[config.mk]
export PLATFORM = sky130hd
export DESIGN_NAME = rfd_request_decode
export DESIGN_NICKNAME = d
export VERILOG_FILES = /design/src/hdl/rfd_pkg.sv /design/src/hdl/rfd_mask_gen.sv /design/src/hdl/rfd_request_decode.sv
export SDC_FILE = /design/constraint.sdc
export NUM_CORES = 1
export LEC_CHECK = 0
export ABC_CLOCK_PERIOD_IN_PS = 5900
export CAP_MARGIN = 15
export CORE_ASPECT_RATIO = 0.5
export CORE_UTILIZATION = 62
export CTS_CLUSTER_SIZE = 28
export DETAILED_ROUTE_END_ITERATION = 16
export DONT_BUFFER_PORTS = 1
export PLACE_DENSITY_LB_ADDON = 0.12
export SLEW_MARGIN = 20
export SYNTH_ARGS = -nofsm -noshare
export SYNTH_HDL_FRONTEND = slang
export SYNTH_HIERARCHICAL = 1
export SYNTH_SLANG_ARGS = --single-unit
[constraint.sdc]
create_clock -name sys_clk_i -period 5.9 [get_ports sys_clk_i]
set_input_delay 0.885 -clock sys_clk_i [delete_from_list [all_inputs] [get_ports sys_clk_i]]
set_output_delay 0.885 -clock sys_clk_i [all_outputs]
set_load 0.05 [all_outputs]
[src/hdl/rfd_pkg.sv]
package rfd_pkg;

    // Request field widths and the slice of the address that carries the identity.
    localparam int ADR_W = 36;
    localparam int CNT_W = 8;
    localparam int ID_W = 15;
    localparam int ID_LSB = 21;
    localparam int CNT_VAL_W = 16;

    // Register port: byte offsets of 32-bit words.
    localparam int RA_W = 5;
    localparam logic [RA_W-1:0] OFS_DEV_ID = 5'h00;
    localparam logic [RA_W-1:0] OFS_CTRL = 5'h04;
    localparam logic [RA_W-1:0] OFS_VERSION = 5'h08;
    localparam logic [RA_W-1:0] OFS_STATUS = 5'h0C;
    localparam logic [RA_W-1:0] OFS_ACC_CNT = 5'h10;
    localparam logic [RA_W-1:0] OFS_RETRY_CNT = 5'h14;

    // Field positions and reset values.
    localparam int CTRL_RESP_BIT = 0;
    localparam int STAT_BUSY_BIT = 0;
    localparam int STAT_ACK_LSB = 1;
    localparam int STAT_RSVD_BIT = 3;
    localparam int STAT_REGLOW_BIT = 4;
    localparam int STAT_ROWX_BIT = 5;
    localparam logic [ID_W-1:0] DEV_ID_RST = 15'h0000;
    localparam logic CTRL_RESP_RST = 1'b1;
    // Arbitrary neutral protocol version value.
    localparam logic [7:0] VERSION_DEF = 8'h01;

    // Acknowledge codes; the fourth combination is never produced.
    localparam logic [1:0] ACK_NONE = 2'h0;
    localparam logic [1:0] ACK_OKAY = 2'h1;
    localparam logic [1:0] ACK_RETRY = 2'h2;

    // Opcode groups (bit 0 of the memory groups selects the alternate set).
    localparam logic [3:0] OP_MRD = 4'h0;
    localparam logic [3:0] OP_WSEQ = 4'h4;
    localparam logic [3:0] OP_RREG = 4'h6;
    localparam logic [3:0] OP_WREG = 4'h7;
    localparam logic [3:0] OP_WNSQ = 4'h8;
    localparam logic [3:0] OP_WBNS = 4'hC;
    localparam logic [3:0] OP_BROADCAST_REGISTER_WRITE = 4'hF;
    localparam logic [1:0] OPX_PLAIN = 2'h0;
    localparam logic [1:0] OPX_RNSQ = 2'h1;
    localparam logic [1:0] OPX_BPB = 2'h2;

    // Masks and octbyte arithmetic.
    localparam logic [7:0] MASK_ALL = 8'hFF;
    localparam logic [4:0] CV_ONE = 5'h00;
    localparam logic [5:0] ROW_OCTS = 6'h20;
    localparam logic [7:0] ROW_LAST_OCT = 8'hFF;

    typedef enum logic [2:0] {
        RFD_K_NONE,
        RFD_K_MRD,
        RFD_K_MWSEQ,
        RFD_K_MWNSQ,
        RFD_K_MWBNS,
        RFD_K_RRD,
        RFD_K_RWR,
        RFD_K_RWB
    } rfd_kind_t;

    typedef enum logic {
        RFD_S_IDLE,
        RFD_S_ACCESS
    } rfd_state_t;

    typedef struct packed {
        logic [3:0] op;
        logic [1:0] opx;
        logic [ADR_W-1:0] adr;
        logic [CNT_W-1:0] count;
        logic close;
        logic [7:0] reserved_request_bits;
    } rfd_req_t;

    typedef struct packed {
        logic post_write;
        logic row_miss;
        logic refresh;
    } rfd_cause_t;

    typedef struct packed {
        rfd_kind_t kind;
        logic alt;
        logic nsq_read;
        logic [1:0] bitmask_mode;
        logic [33:0] quad_adr;
        logic [32:0] oct_adr;
        logic [5:0] units;
        logic [2:0] mask_octs;
        logic [7:0] first_octbyte_mask;
        logic [7:0] last_octbyte_mask;
        logic [7:0] single_mask;
        logic close;
    } rfd_cmd_t;

endpackage

[src/hdl/rfd_mask_gen.sv]
`timescale 1ns/1ps
`default_nettype none

module rfd_mask_gen (
    // Low address and count bits.
    input wire logic [2:0] adr_low_i,
    input wire logic [2:0] cnt_low_i,
    input wire logic single_i,
    // Derived masks.
    output logic [7:0] first_o,
    output logic [7:0] last_o,
    output logic [7:0] eff_o
);

    // Sets bits 0 through k.
    function automatic logic [7:0] fill_low(input logic [2:0] k);
        fill_low = 8'hFF >> (3'h7 - k);
    endfunction

    always_comb begin
        first_o = ~(fill_low(adr_low_i) >> 1);
        last_o = fill_low(cnt_low_i);
        eff_o = single_i ? (first_o & last_o) : first_o;
    end

endmodule

`default_nettype wire

[src/hdl/rfd_request_decode.sv]
// Added by the designer: the placing of the registers and the strobed register port.
`timescale 1ns/1ps
`default_nettype none

// Notes on behaviour
// - Memory and register read/write proceed only when address identity slice matches.
// - Broadcast register write is carried out by every device, identity ignored.
// - Register commands use address bits 35:2 as a quadbyte address.
// - Memory commands use address bits 35:3 as an octbyte address.
// - Register reads and writes move exactly one quadbyte, count ignored.
// - Memory count bits 7:3 give octbytes minus one, 1 to 32.
// - Count includes both-per-bit mask octbytes, excludes scattered byte-mask octbytes.
// - Memory reads return all bytes of first and last octbytes.
// - Sequential writes mask first and last octbytes; middle octbytes write every byte.
// - With a one-octbyte count the effective mask is first AND last.
// - First mask sets bits k to 7 from low address value k.
// - Last mask sets bits 0 to k from low count value k.
// - Close set restores a dirty open row after the access; clear leaves it.
// - Reserved bits are ignored; decoding uses only the defined fields.
// - Acknowledge: 00 none, 01 accepted, 10 retry; 11 is never sent.
// - Retry changes no state, prepares the region; initiator reissues later.
// - Broadcast register write answers 00 or retry, never accepted.
module rfd_request_decode #(
    parameter logic [7:0] VERSION = rfd_pkg::VERSION_DEF
) (
    // Clock and reset.
    input wire logic sys_clk_i,
    input wire logic rst_n_i,
    // Request packet fields.
    input wire logic req_valid_i,
    input wire rfd_pkg::rfd_req_t req_i,
    // Core conditions forcing a retry.
    input wire rfd_pkg::rfd_cause_t cause_i,
    // Core access completion and bank dirty flag.
    input wire logic access_done_i,
    input wire logic bank_dirty_i,
    // Acknowledge.
    output logic ack_valid_o,
    output logic [1:0] ack_o,
    // Decoded command to the core.
    output logic cmd_valid_o,
    output rfd_pkg::rfd_cmd_t cmd_o,
    // Row restore and retry preparation.
    output logic restore_o,
    output logic prepare_o,
    output rfd_pkg::rfd_cause_t prepare_cause_o,
    // Register port.
    input wire logic [rfd_pkg::RA_W-1:0] reg_addr_i,
    input wire logic [31:0] reg_wdata_i,
    input wire logic reg_wr_i,
    input wire logic reg_rd_i,
    output logic [31:0] reg_rdata_o
);
    import rfd_pkg::*;

    typedef struct packed {
        rfd_state_t st;
        logic [ID_W-1:0] device_identifier_reg;
        logic resp_en;
        logic ack_vld;
        logic [1:0] ack;
        logic [1:0] last_ack;
        logic cmd_vld;
        rfd_cmd_t cmd;
        logic close_pend;
        logic restore;
        logic prepare;
        rfd_cause_t cause;
        logic rsvd_seen;
        logic reg_low_seen;
        logic row_cross_seen;
        logic [CNT_VAL_W-1:0] acc_cnt;
        logic [CNT_VAL_W-1:0] retry_cnt;
        logic [31:0] rdata;
    } rfd_regs_t;

    rfd_regs_t q;
    rfd_regs_t d;

    rfd_kind_t kind;
    logic identity_match;
    logic targeted;
    logic is_mem;
    logic is_reg;
    logic busy;
    logic single;
    logic [4:0] cv;
    logic [7:0] gen_first;
    logic [7:0] gen_last;
    logic [7:0] gen_eff;
    logic [8:0] row_end;
    logic [31:0] status_word;
    rfd_cmd_t cmd;

    // Reserved bits take no part in this decode.
    function automatic rfd_kind_t decode_kind(
        input logic [3:0] op,
        input logic [1:0] opx
    );
        logic [3:0] grp;
        grp = {op[3:1], 1'b0};
        decode_kind = RFD_K_NONE;
        if (grp == OP_MRD && opx[1] == 1'b0) begin
            decode_kind = RFD_K_MRD;
        end else if (grp == OP_WSEQ) begin
            decode_kind = RFD_K_MWSEQ;
        end else if (grp == OP_WNSQ) begin
            decode_kind = RFD_K_MWNSQ;
        end else if (grp == OP_WBNS && opx != OPX_BPB) begin
            decode_kind = RFD_K_MWBNS;
        end else if (op == OP_RREG && opx == OPX_PLAIN) begin
            decode_kind = RFD_K_RRD;
        end else if (op == OP_WREG && opx == OPX_PLAIN) begin
            decode_kind = RFD_K_RWR;
        end else if (op == OP_BROADCAST_REGISTER_WRITE && opx == OPX_PLAIN) begin
            decode_kind = RFD_K_RWB;
        end
    endfunction

    rfd_mask_gen u_mask (
        .adr_low_i(req_i.adr[2:0]),
        .cnt_low_i(req_i.count[2:0]),
        .single_i(single),
        .first_o(gen_first),
        .last_o(gen_last),
        .eff_o(gen_eff)
    );

    always_comb begin
        kind = decode_kind(req_i.op, req_i.opx);
        identity_match = (req_i.adr[ID_LSB +: ID_W] == q.device_identifier_reg);
        is_mem = (kind == RFD_K_MRD) || (kind == RFD_K_MWSEQ)
            || (kind == RFD_K_MWNSQ) || (kind == RFD_K_MWBNS);
        is_reg = (kind == RFD_K_RRD) || (kind == RFD_K_RWR) || (kind == RFD_K_RWB);
        // Broadcast writes skip the identity check.
        targeted = q.resp_en && ((kind == RFD_K_RWB)
            || (kind != RFD_K_NONE && identity_match));
        busy = cause_i.post_write || cause_i.row_miss || cause_i.refresh
            || (q.st == RFD_S_ACCESS);
        cv = req_i.count[7:3];
        single = (cv == CV_ONE);
        // Octbyte index of the last octbyte inside its 2 kilobyte row.
        row_end = {1'b0, req_i.adr[10:3]} + {4'h0, cv};
    end

    always_comb begin
        cmd = '0;
        cmd.kind = kind;
        cmd.alt = is_mem ? req_i.op[0] : 1'b0;
        cmd.nsq_read = (kind == RFD_K_MRD) && (req_i.opx == OPX_RNSQ);
        cmd.bitmask_mode = (is_mem && kind != RFD_K_MRD) ? req_i.opx : 2'h0;
        cmd.quad_adr = req_i.adr[35:2];
        cmd.oct_adr = req_i.adr[35:3];
        cmd.first_octbyte_mask = MASK_ALL;
        cmd.last_octbyte_mask = MASK_ALL;
        cmd.single_mask = MASK_ALL;
        cmd.mask_octs = 3'h0;
        cmd.close = 1'b0;
        if (is_reg) begin
            cmd.units = 6'h01;
        end else begin
            // Both-per-bit mask octbytes sit inside this count.
            cmd.units = {1'b0, cv} + 6'h01;
            cmd.close = req_i.close;
        end
        if (kind == RFD_K_MWBNS) begin
            // One byte-mask octbyte per eight data octbytes, outside the count.
            cmd.mask_octs = {1'b0, cv[4:3]} + 3'h1;
        end
        if (kind == RFD_K_MWSEQ) begin
            // Middle octbytes always use the full mask.
            cmd.first_octbyte_mask = gen_first;
            cmd.last_octbyte_mask = gen_last;
            cmd.single_mask = gen_eff;
        end
        // Reads keep full masks so every byte comes back.
        if (kind == RFD_K_MRD) begin
            cmd.single_mask = MASK_ALL;
        end
    end

    always_comb begin
        status_word = 32'h0000_0000;
        status_word[STAT_BUSY_BIT] = (q.st == RFD_S_ACCESS);
        status_word[STAT_ACK_LSB +: 2] = q.last_ack;
        status_word[STAT_RSVD_BIT] = q.rsvd_seen;
        status_word[STAT_REGLOW_BIT] = q.reg_low_seen;
        status_word[STAT_ROWX_BIT] = q.row_cross_seen;
    end

    always_comb begin
        d = q;
        d.ack_vld = 1'b0;
        d.ack = ACK_NONE;
        d.cmd_vld = 1'b0;
        d.restore = 1'b0;
        d.prepare = 1'b0;
        d.rdata = 32'h0000_0000;

        // Software write-one-to-clear of the observation flags; a new event wins below.
        if (reg_wr_i) begin
            unique case (reg_addr_i)
                OFS_DEV_ID: begin
                    d.device_identifier_reg = reg_wdata_i[ID_W-1:0];
                end
                OFS_CTRL: begin
                    d.resp_en = reg_wdata_i[CTRL_RESP_BIT];
                end
                OFS_STATUS: begin
                    d.rsvd_seen = q.rsvd_seen & ~reg_wdata_i[STAT_RSVD_BIT];
                    d.reg_low_seen = q.reg_low_seen & ~reg_wdata_i[STAT_REGLOW_BIT];
                    d.row_cross_seen = q.row_cross_seen & ~reg_wdata_i[STAT_ROWX_BIT];
                end
                default: begin
                end
            endcase
        end

        // Access in progress: the open row is restored only if close was asked.
        if (q.st == RFD_S_ACCESS && access_done_i) begin
            d.st = RFD_S_IDLE;
            d.restore = q.close_pend && bank_dirty_i;
            d.close_pend = 1'b0;
        end

        if (req_valid_i) begin
            d.ack_vld = 1'b1;
            d.ack = ACK_NONE;
            if (targeted) begin
                if (req_i.reserved_request_bits != 8'h00) begin
                    d.rsvd_seen = 1'b1;
                end
                if (is_reg && req_i.adr[1:0] != 2'b00) begin
                    d.reg_low_seen = 1'b1;
                end
                if (is_mem && row_end > {1'b0, ROW_LAST_OCT}) begin
                    d.row_cross_seen = 1'b1;
                end
                if (busy) begin
                    // Nothing reaches the core; it is only told to get ready.
                    d.ack = ACK_RETRY;
                    d.prepare = 1'b1;
                    d.cause = cause_i;
                    d.retry_cnt = q.retry_cnt + 16'h0001;
                end else begin
                    d.ack = (kind == RFD_K_RWB) ? ACK_NONE : ACK_OKAY;
                    d.cmd_vld = 1'b1;
                    d.cmd = cmd;
                    d.acc_cnt = q.acc_cnt + 16'h0001;
                    if (is_mem) begin
                        d.st = RFD_S_ACCESS;
                        d.close_pend = req_i.close;
                    end
                end
            end
            d.last_ack = d.ack;
        end

        if (reg_rd_i) begin
            unique case (reg_addr_i)
                OFS_DEV_ID: begin
                    d.rdata = {{(32-ID_W){1'b0}}, q.device_identifier_reg};
                end
                OFS_CTRL: begin
                    d.rdata = {31'h0000_0000, q.resp_en};
                end
                OFS_VERSION: begin
                    d.rdata = {24'h00_0000, VERSION};
                end
                OFS_STATUS: begin
                    d.rdata = status_word;
                end
                OFS_ACC_CNT: begin
                    d.rdata = {16'h0000, q.acc_cnt};
                end
                OFS_RETRY_CNT: begin
                    d.rdata = {16'h0000, q.retry_cnt};
                end
                default: begin
                    d.rdata = 32'h0000_0000;
                end
            endcase
        end
    end

    // The whole state resets together so the port never shows a stale answer.
    always_ff @(posedge sys_clk_i) begin
        if (!rst_n_i) begin
            q <= '0;
            q.st <= RFD_S_IDLE;
            q.device_identifier_reg <= DEV_ID_RST;
            q.resp_en <= CTRL_RESP_RST;
            q.ack <= ACK_NONE;
            q.last_ack <= ACK_NONE;
        end else begin
            q <= d;
        end
    end

    assign ack_valid_o = q.ack_vld;
    assign ack_o = q.ack;
    assign cmd_valid_o = q.cmd_vld;
    assign cmd_o = q.cmd;
    assign restore_o = q.restore;
    assign prepare_o = q.prepare;
    assign prepare_cause_o = q.cause;
    assign reg_rdata_o = q.rdata;

endmodule

`default_nettype wire

==> results.cfg, run 1 <==
[timing]
rsz0062_at_grt = no
skew_ns = 0.0129
tightestPinTransition_ns = 1.06
setup_tns_ns = 0
whs_ns = 0.443
clock.fmax_ghz = 0.366
min_period_ns = 2.73
slew_violations = 0
fin_ws_ns = 3.17
max-slew-margin-rel = 0.294
period_share = 0.463
finalHoldViolations = 0
finalSetupViolCount = 0

[place]
portBuffers = 0
gp_congestion = 0.839
place_inst = 990
preCtsSetupSlack_ns = 2.84
placed_area_sq_um = 7380
hpwl_mm = 12.9

[cts]
cts_tree = built
cts_resized = 0
insertion_delay_ns = 0.42
cts_hold_buf = 0
clkTransAtPathRegs_ns = 0.06
cts_made_buffers = 17
htreeDepth = 4
ctsRootBufferMaster = clkbuf_16
clock_sinks = 155
clockBufferDepth = 2
cts_setup_buffers = 0

[synthesis]
syn_inst = 1009
synth-edff-count = 0
syn_area_per_cell_sq_um = 8.35
ys_async_sr_fraction = 0
yosysSeqAreaShare = 0.368
yosysWarnings = 6
synth-seq-cells = 155
post_synth_num_cell_types = 60
ys.flop_type = dfxtp_1
netlist_area_sq_um = 8420

[worst_setup_path]
critical_path_class = primary input to flop
critPathLaunch = req_i[54]
r2r_end = q[40]
cp.buffers_inverters = 1
path_cells = o21ai_1 -> o311a_1 -> o21a_1 -> nand3_1 -> nor2_4 -> buf_12 -> mux2i_1
worstPathArrival_ns = 3.07
path_max_fanout = 78
cp.depth = 7
slowest_stage = o21a_1
slowest_delay_ns = 0.43
crit_path_end_kind = flop
endpoint = cmd_o[92]
worst-r2r-cell-count = 7
crit_required_ns = 6.23
critPathTopFamily = compound AO/OA/AOI/OAI gates
rrSetupSlack_ns = 3.43
start_kind = primary input
rr_startpoint = q[193]

[worst_hold_path]
holdCritPathClass = flop to flop
hold_depth = 2

[routing]
ant_nets = 0
wl_mm = 19.0
firstDrtPassIters = 5
drt_iter0_drc = 488
avgRoutedWirePerCell_um = 18.6
drc = 0
via_per_inst = 6.04
vias = 6170

[pwr]
irDropWorstVdd_mv = 0.180
power_density_nw_per_um2 = 277
p_total_mw = 2.20
power.static_leakage_nw = 2.62

[floorplanning]
core_area_sq_um = 13000
fp-row-count = 29
dieArea_sq_um = 14100
initial_core_util = 0.650
die_h_um = 84.4
die_w_um = 167
ios = 255

[layout]
finalNonFillerCells = 1022
diodes = 0
final_cell_area_sq_um = 7950
final_nets = 955
seqCellArea_sq_um = 3100
utilization = 0.613
drive_gt1_frac = 0.0646
multi_input_area_sq_um = 3970
fill_cells = 1169
areaGrowthSynthToFinish_pct = -5.69

[global_routing]
gr-total-overflow = 0
grt_usage = 0.269
grt_first_pass_wirelength_mm = 29.9
antenna_found_initial = 0
grt_pass1_vias = 5613
grt_max_degree = 181

[run_status]
status = completed

[flow_run]
drv_cap = 0
==> per-layer routing <==
metal / wire length (um) / vias to the layer above / track usage
li1: - / 2985 / -
met1: 8450 / 2917 / 0.346
met2: 8860 / 244 / 0.436
met3: 1480 / 24 / 0.0820
met4: 244 / 0 / 0.0774
met5: 0 / - / 0
==> how the worst min path moves through the flow <==
stage / start / to / slack [ns]
after floorplan: q[72] / restore_o / 0.42
after global placement: q[72] / restore_o / 0.43
after detailed placement: q[72] / restore_o / 0.44
after CTS: q[72] / restore_o / 0.45
after global routing: q[72] / restore_o / 0.46
final: q[72] / restore_o / 0.44
==> placed cells by master (no fill, tap or decap), types with 18 or more instances in the layout <==
cell     synthesis  layout
conb_1           2      18
a21oi_1         49      49
dfxtp_1        155     155
a22oi_1         20      20
mux2i_1         83      83
o31ai_1         21      21
o21ai_0         28      28
nor2_1          23      22
nand3_1         43      43
nand2_1        181     181
or4_1           27      27
==> worst register-to-register path, stage by stage, from the launching register on <==
cell and delay [ns]:
dfxtp_1 0.33, xor2_1 0.18, nor4_1 0.40, nand2_1 0.18, o21a_1 0.26, buf_4 0.30, or4_1 0.61, a21oi_1 0.15
==> cell usage after synthesis, types with 9 or more instances <==
| cell type | n | share of area |
|---|---|---|
| nand2_1 | 181 | 0.081 |
| a22oi_1 | 20 | 0.018 |
| nor3_1 | 10 | 0.0059 |
| ha_1 | 9 | 0.013 |
| nand3_1 | 43 | 0.026 |
| buf_4 | 152 | 0.14 |
| o21ai_1 | 10 | 0.0059 |
| mux2i_1 | 83 | 0.099 |
| xor2_1 | 13 | 0.014 |
| and3_1 | 10 | 0.0074 |
| or4_1 | 27 | 0.024 |
| buf_2 | 9 | 0.0053 |
| inv_1 | 11 | 0.0049 |
| clkbuf_1 | 48 | 0.021 |
| o21ai_0 | 28 | 0.017 |
| a21oi_1 | 49 | 0.029 |
| nor2_1 | 23 | 0.010 |
| nand4_1 | 12 | 0.0089 |
| o31ai_1 | 21 | 0.019 |
| dfxtp_1 | 155 | 0.37 |
| nand2b_1 | 10 | 0.0074 |
==> cells by family (layout without fill, tap and decap cells) <==
logic type                 Yosys count  in the layout  synth area share
and+or+nand+nor                    355            355             0.204
buffers and inverters              223             50             0.168
DFF                                155            155             0.368
AOI/OAI and AO/OA                  153            153             0.113
muxes                               91             91             0.109
xor gates and xnor gates            20             20            0.0208
adders and majority gates           10             10            0.0157
other                                2             18          0.000891
==> power by group <==
part	internal (mW)	switching [mW]	total, mW
clock network	0.596	0.452	1.05
registers	1.05	0.00381	1.05
logic	0.0314	0.0731	0.105
==> layout make-up <==
type / instances / area share
clock buffer: 20 / 0.0562
multi-input combinational: 647 / 0.500
clock inverter: 12 / 0.0143
tap: 170 / 0.0268
inverter: 13 / 0.00614
timing repair buffer: 5 / 0.00630
sequential: 155 / 0.391
==> state kept, by name, summed over array words and instances, names as in the netlist <==
| register | flops |
|---|---|
| cmd_o | 75 |
| cmd_valid_o | 1 |
| prepare_o | 1 |
| q | 55 |
| ack_valid_o | 1 |
| reg_rdata_o | 16 |
| prepare_cause_o | 3 |
| restore_o | 1 |
| ack_o | 2 |
Note: power is estimated with default switching activity, not from simulation.
==> run 2, diff against run 1 <==
--- a/config.mk
+++ b/config.mk
@@ -5,7 +5,8 @@
 export SDC_FILE = /design/constraint.sdc
 export NUM_CORES = 1
 export LEC_CHECK = 0
-export ABC_CLOCK_PERIOD_IN_PS = 5900
+export ABC_AREA = 1
+export ABC_CLOCK_PERIOD_IN_PS = 2800
 export CAP_MARGIN = 15
 export CORE_ASPECT_RATIO = 0.5
 export CORE_UTILIZATION = 62
==> constraint.sdc (replaced) <==
create_clock -name sys_clk_i -period 2.8 [get_ports sys_clk_i]
set_input_delay 0.42 -clock sys_clk_i [delete_from_list [all_inputs] [get_ports sys_clk_i]]
set_output_delay 0.42 -clock sys_clk_i [all_outputs]
set_load 0.05 [all_outputs]
==> run 2 against run 1 <==
Area after synthesis increased by 4.2%. Sequential power increased by 110%. Clock-buffer cell count unchanged. Synthesized cell count increased by 24%. Highest routed layer unchanged.
==> results.cfg, run 2 <==
[run_status]
status = completed

[pwr]
p_total_mw = 4.97
power.static_leakage_nw = 3.22
irDropWorstVdd_mv = 0.371
swShare = 0.231
p_int_mw = 3.82
power_frac_comb = 0.059
power_switching_mw = 1.15
p_clk_frac = 0.495
power.share.sequential = 0.447
power_density_nw_per_um2 = 585

[cts]
insertion_delay_ns = 0.42
clkTransAtPathRegs_ns = 0.06
htreeDepth = 4
cts_tree = built
cts_made_buffers = 17
ctsRootBufferMaster = clkbuf_16
cts_hold_buf = 0
cts_setup_buffers = 0
clock_sinks = 155
clockBufferDepth = 2
cts_resized = 0

[place]
hpwl_mm = 15.2
preCtsSetupSlack_ns = 0.487
gp_congestion = 0.901
portBuffers = 0
placed_area_sq_um = 7860

[floorplanning]
core_area_sq_um = 13700
initial_core_util = 0.641
fp-row-count = 30
die_h_um = 86.2
die_w_um = 170
dieArea_sq_um = 14700
ios = 255

[layout]
largest_reg_flops = 75
final_cell_mix = 238 x nand2_1, 155 x dfxtp_1, 137 x inv_1
final_cell_area_sq_um = 8480
fill_cells = 1323
drive_gt1_frac = 0.0802
layout_commonest_cell = nand2_1
final_nets = 1214
multi_input_area_sq_um = 3860
seqCellArea_sq_um = 3100
areaGrowthSynthToFinish_pct = -3.38
diodes = 0

[synthesis]
synth_xor_xnor_area_share = 0.0259
post_synth_num_cell_types = 39
synth_common_cells = 238 x nand2_1, 155 x dfxtp_1, 150 x buf_4, 137 x inv_1, 127 x a21oi_1
yosys.area_share.adder = 0.0151
synth.area.top_cells = dfxtp_1 35%, buf_4 13%, nand2_1 10%
yosysTopAreaCell = dfxtp_1
synth-seq-cells = 155
yosysWarnings = 6
yosys.area_share.simple = 0.251
muxShareOfSynthArea = 0
ys_async_sr_fraction = 0
synth_top_family_by_area = simple AND/OR/NAND/NOR gates
netlist_area_sq_um = 8780
synth.most_common_cell = nand2_1
synth_compound_area_frac = 0.138
yosysSeqAreaShare = 0.353
ys.flop_type = dfxtp_1
synth-edff-count = 0
syn_inst = 1253
yosysTopAreaCellShare = 0.353
syn_area_per_cell_sq_um = 7.01

[worst_setup_path]
start_kind = flop
rr_startpoint = q[197]
critical_path_class = flop to flop
critPathLaunch = q[197]
path_max_fanout = 12
crit_required_ns = 3.13
worstPathArrival_ns = 2.45
crit_path_end_kind = flop

[global_routing]
grt_usage = 0.292
grt.met1_usage = 0.391
grt_max_degree = 71
antenna_found_initial = 1
grt_pass1_vias = 6433
gr-total-overflow = 0
met2_usage = 0.465
grt_use_met3 = 0.0775
gr-max-usage-layer = met2
grt_first_pass_wirelength_mm = 33.5

[timing]
fin_ws_ns = 0.677
skew_ns = 0.00817
clock.fmax_ghz = 0.471
max-slew-margin-rel = 0.327
min_period_ns = 2.12
finalHoldViolations = 0
period_share = 0.758
finalSetupViolCount = 0
slew_violations = 0
whs_ns = 0.106
tightestPinTransition_ns = 1.01
rsz0062_at_grt = no
setup_tns_ns = 0

[routing]
vias = 7265
avgRoutedWirePerCell_um = 16.5
wl_mm = 21.4
firstDrtPassIters = 5
ant_nets = 0
drc = 0
via_per_inst = 5.58
drt_iter0_drc = 573

[worst_hold_path]
hold_path_startpoint = req_valid_i
holdCritPathClass = primary input to flop

[flow_run]
drv_cap = 0
==> run 2: cell types whose count changed in the layout (fill, tap and decap cells not counted), moves of 44 or more <==
cell,previous run,this run
o21ai_0,28,75
mux2i_1,83,0
nor2_1,22,75
inv_1,11,137
nand4_1,12,56
a21oi_1,49,127
nand2_1,181,238
==> run 2: routing by layer <==
| metal | routed length (um) | vias to the layer above |
|---|---|---|
| met5 | 0 | - |
| met4 | 342 | 0 |
| met3 | 1860 | 28 |
| met2 | 9680 | 294 |
| met1 | 9540 | 3357 |
| li1 | - | 3586 |
==> run 2: kinds of logic (layout without fill, tap and decap cells) <==
family / after synthesis / in the layout
other: 2 / 18
AND/OR/NAND/NOR: 487 / 487
XOR/XNOR: 26 / 26
flip-flops: 155 / 155
adder cells (fa/ha/maj): 10 / 10
AO/OA/AOI/OAI: 228 / 228
buffers and inverters: 345 / 186
==> run 2: worst paths after layout <==
path,cells past startpoint,slack [ns],end
setup reg to reg,11,0.68,cmd_o[102]
hold reg to reg,2,0.44,restore_o
setup / recovery,11,0.68,cmd_o[102]
hold / removal,2,0.11,ack_valid_o
==> run 2: stage by stage <==
| step | utilization | cells |
|---|---|---|
| final | 0.619 | 1302 |
| after global routing | 0.619 | 1302 |
| after CTS | 0.619 | 1302 |
| after detailed placement | 0.574 | 1271 |
| after global placement | 0.574 | 1271 |
| after floorplan | - | 1269 |
==> run 2: final cells by class <==
type	count	area share
multi-input combinational	769	0.455
tap	192	0.0283
clock inverter	11	0.0199
inverter	142	0.0628
sequential	155	0.366
clock buffer	20	0.0538
timing repair buffer	13	0.0145
==> run 2: power by group through the flow <==
stage / logic, mW / registers [mW] / clock network (mW)
after floorplan: 0.267 / 2.26 / 0
after global placement: 0.282 / 2.27 / 0
after detailed placement: 0.288 / 2.27 / 0
after CTS: 0.290 / 2.22 / 2.48
after global routing: 0.324 / 2.22 / 2.58
final: 0.292 / 2.22 / 2.46
==> run 2: worst max-delay path, stage by stage (launching register included) <==
cell and delay, ns:
dfxtp_1 0.32, inv_1 0.19, nand2_1 0.08, nand2_1 0.06, nand2_1 0.06, nor2_1 0.14, nand2_1 0.07, nor2_1 0.12
nor2_1 0.08, nor2_4 0.29, nand3_1 0.35, o21ai_0 0.27
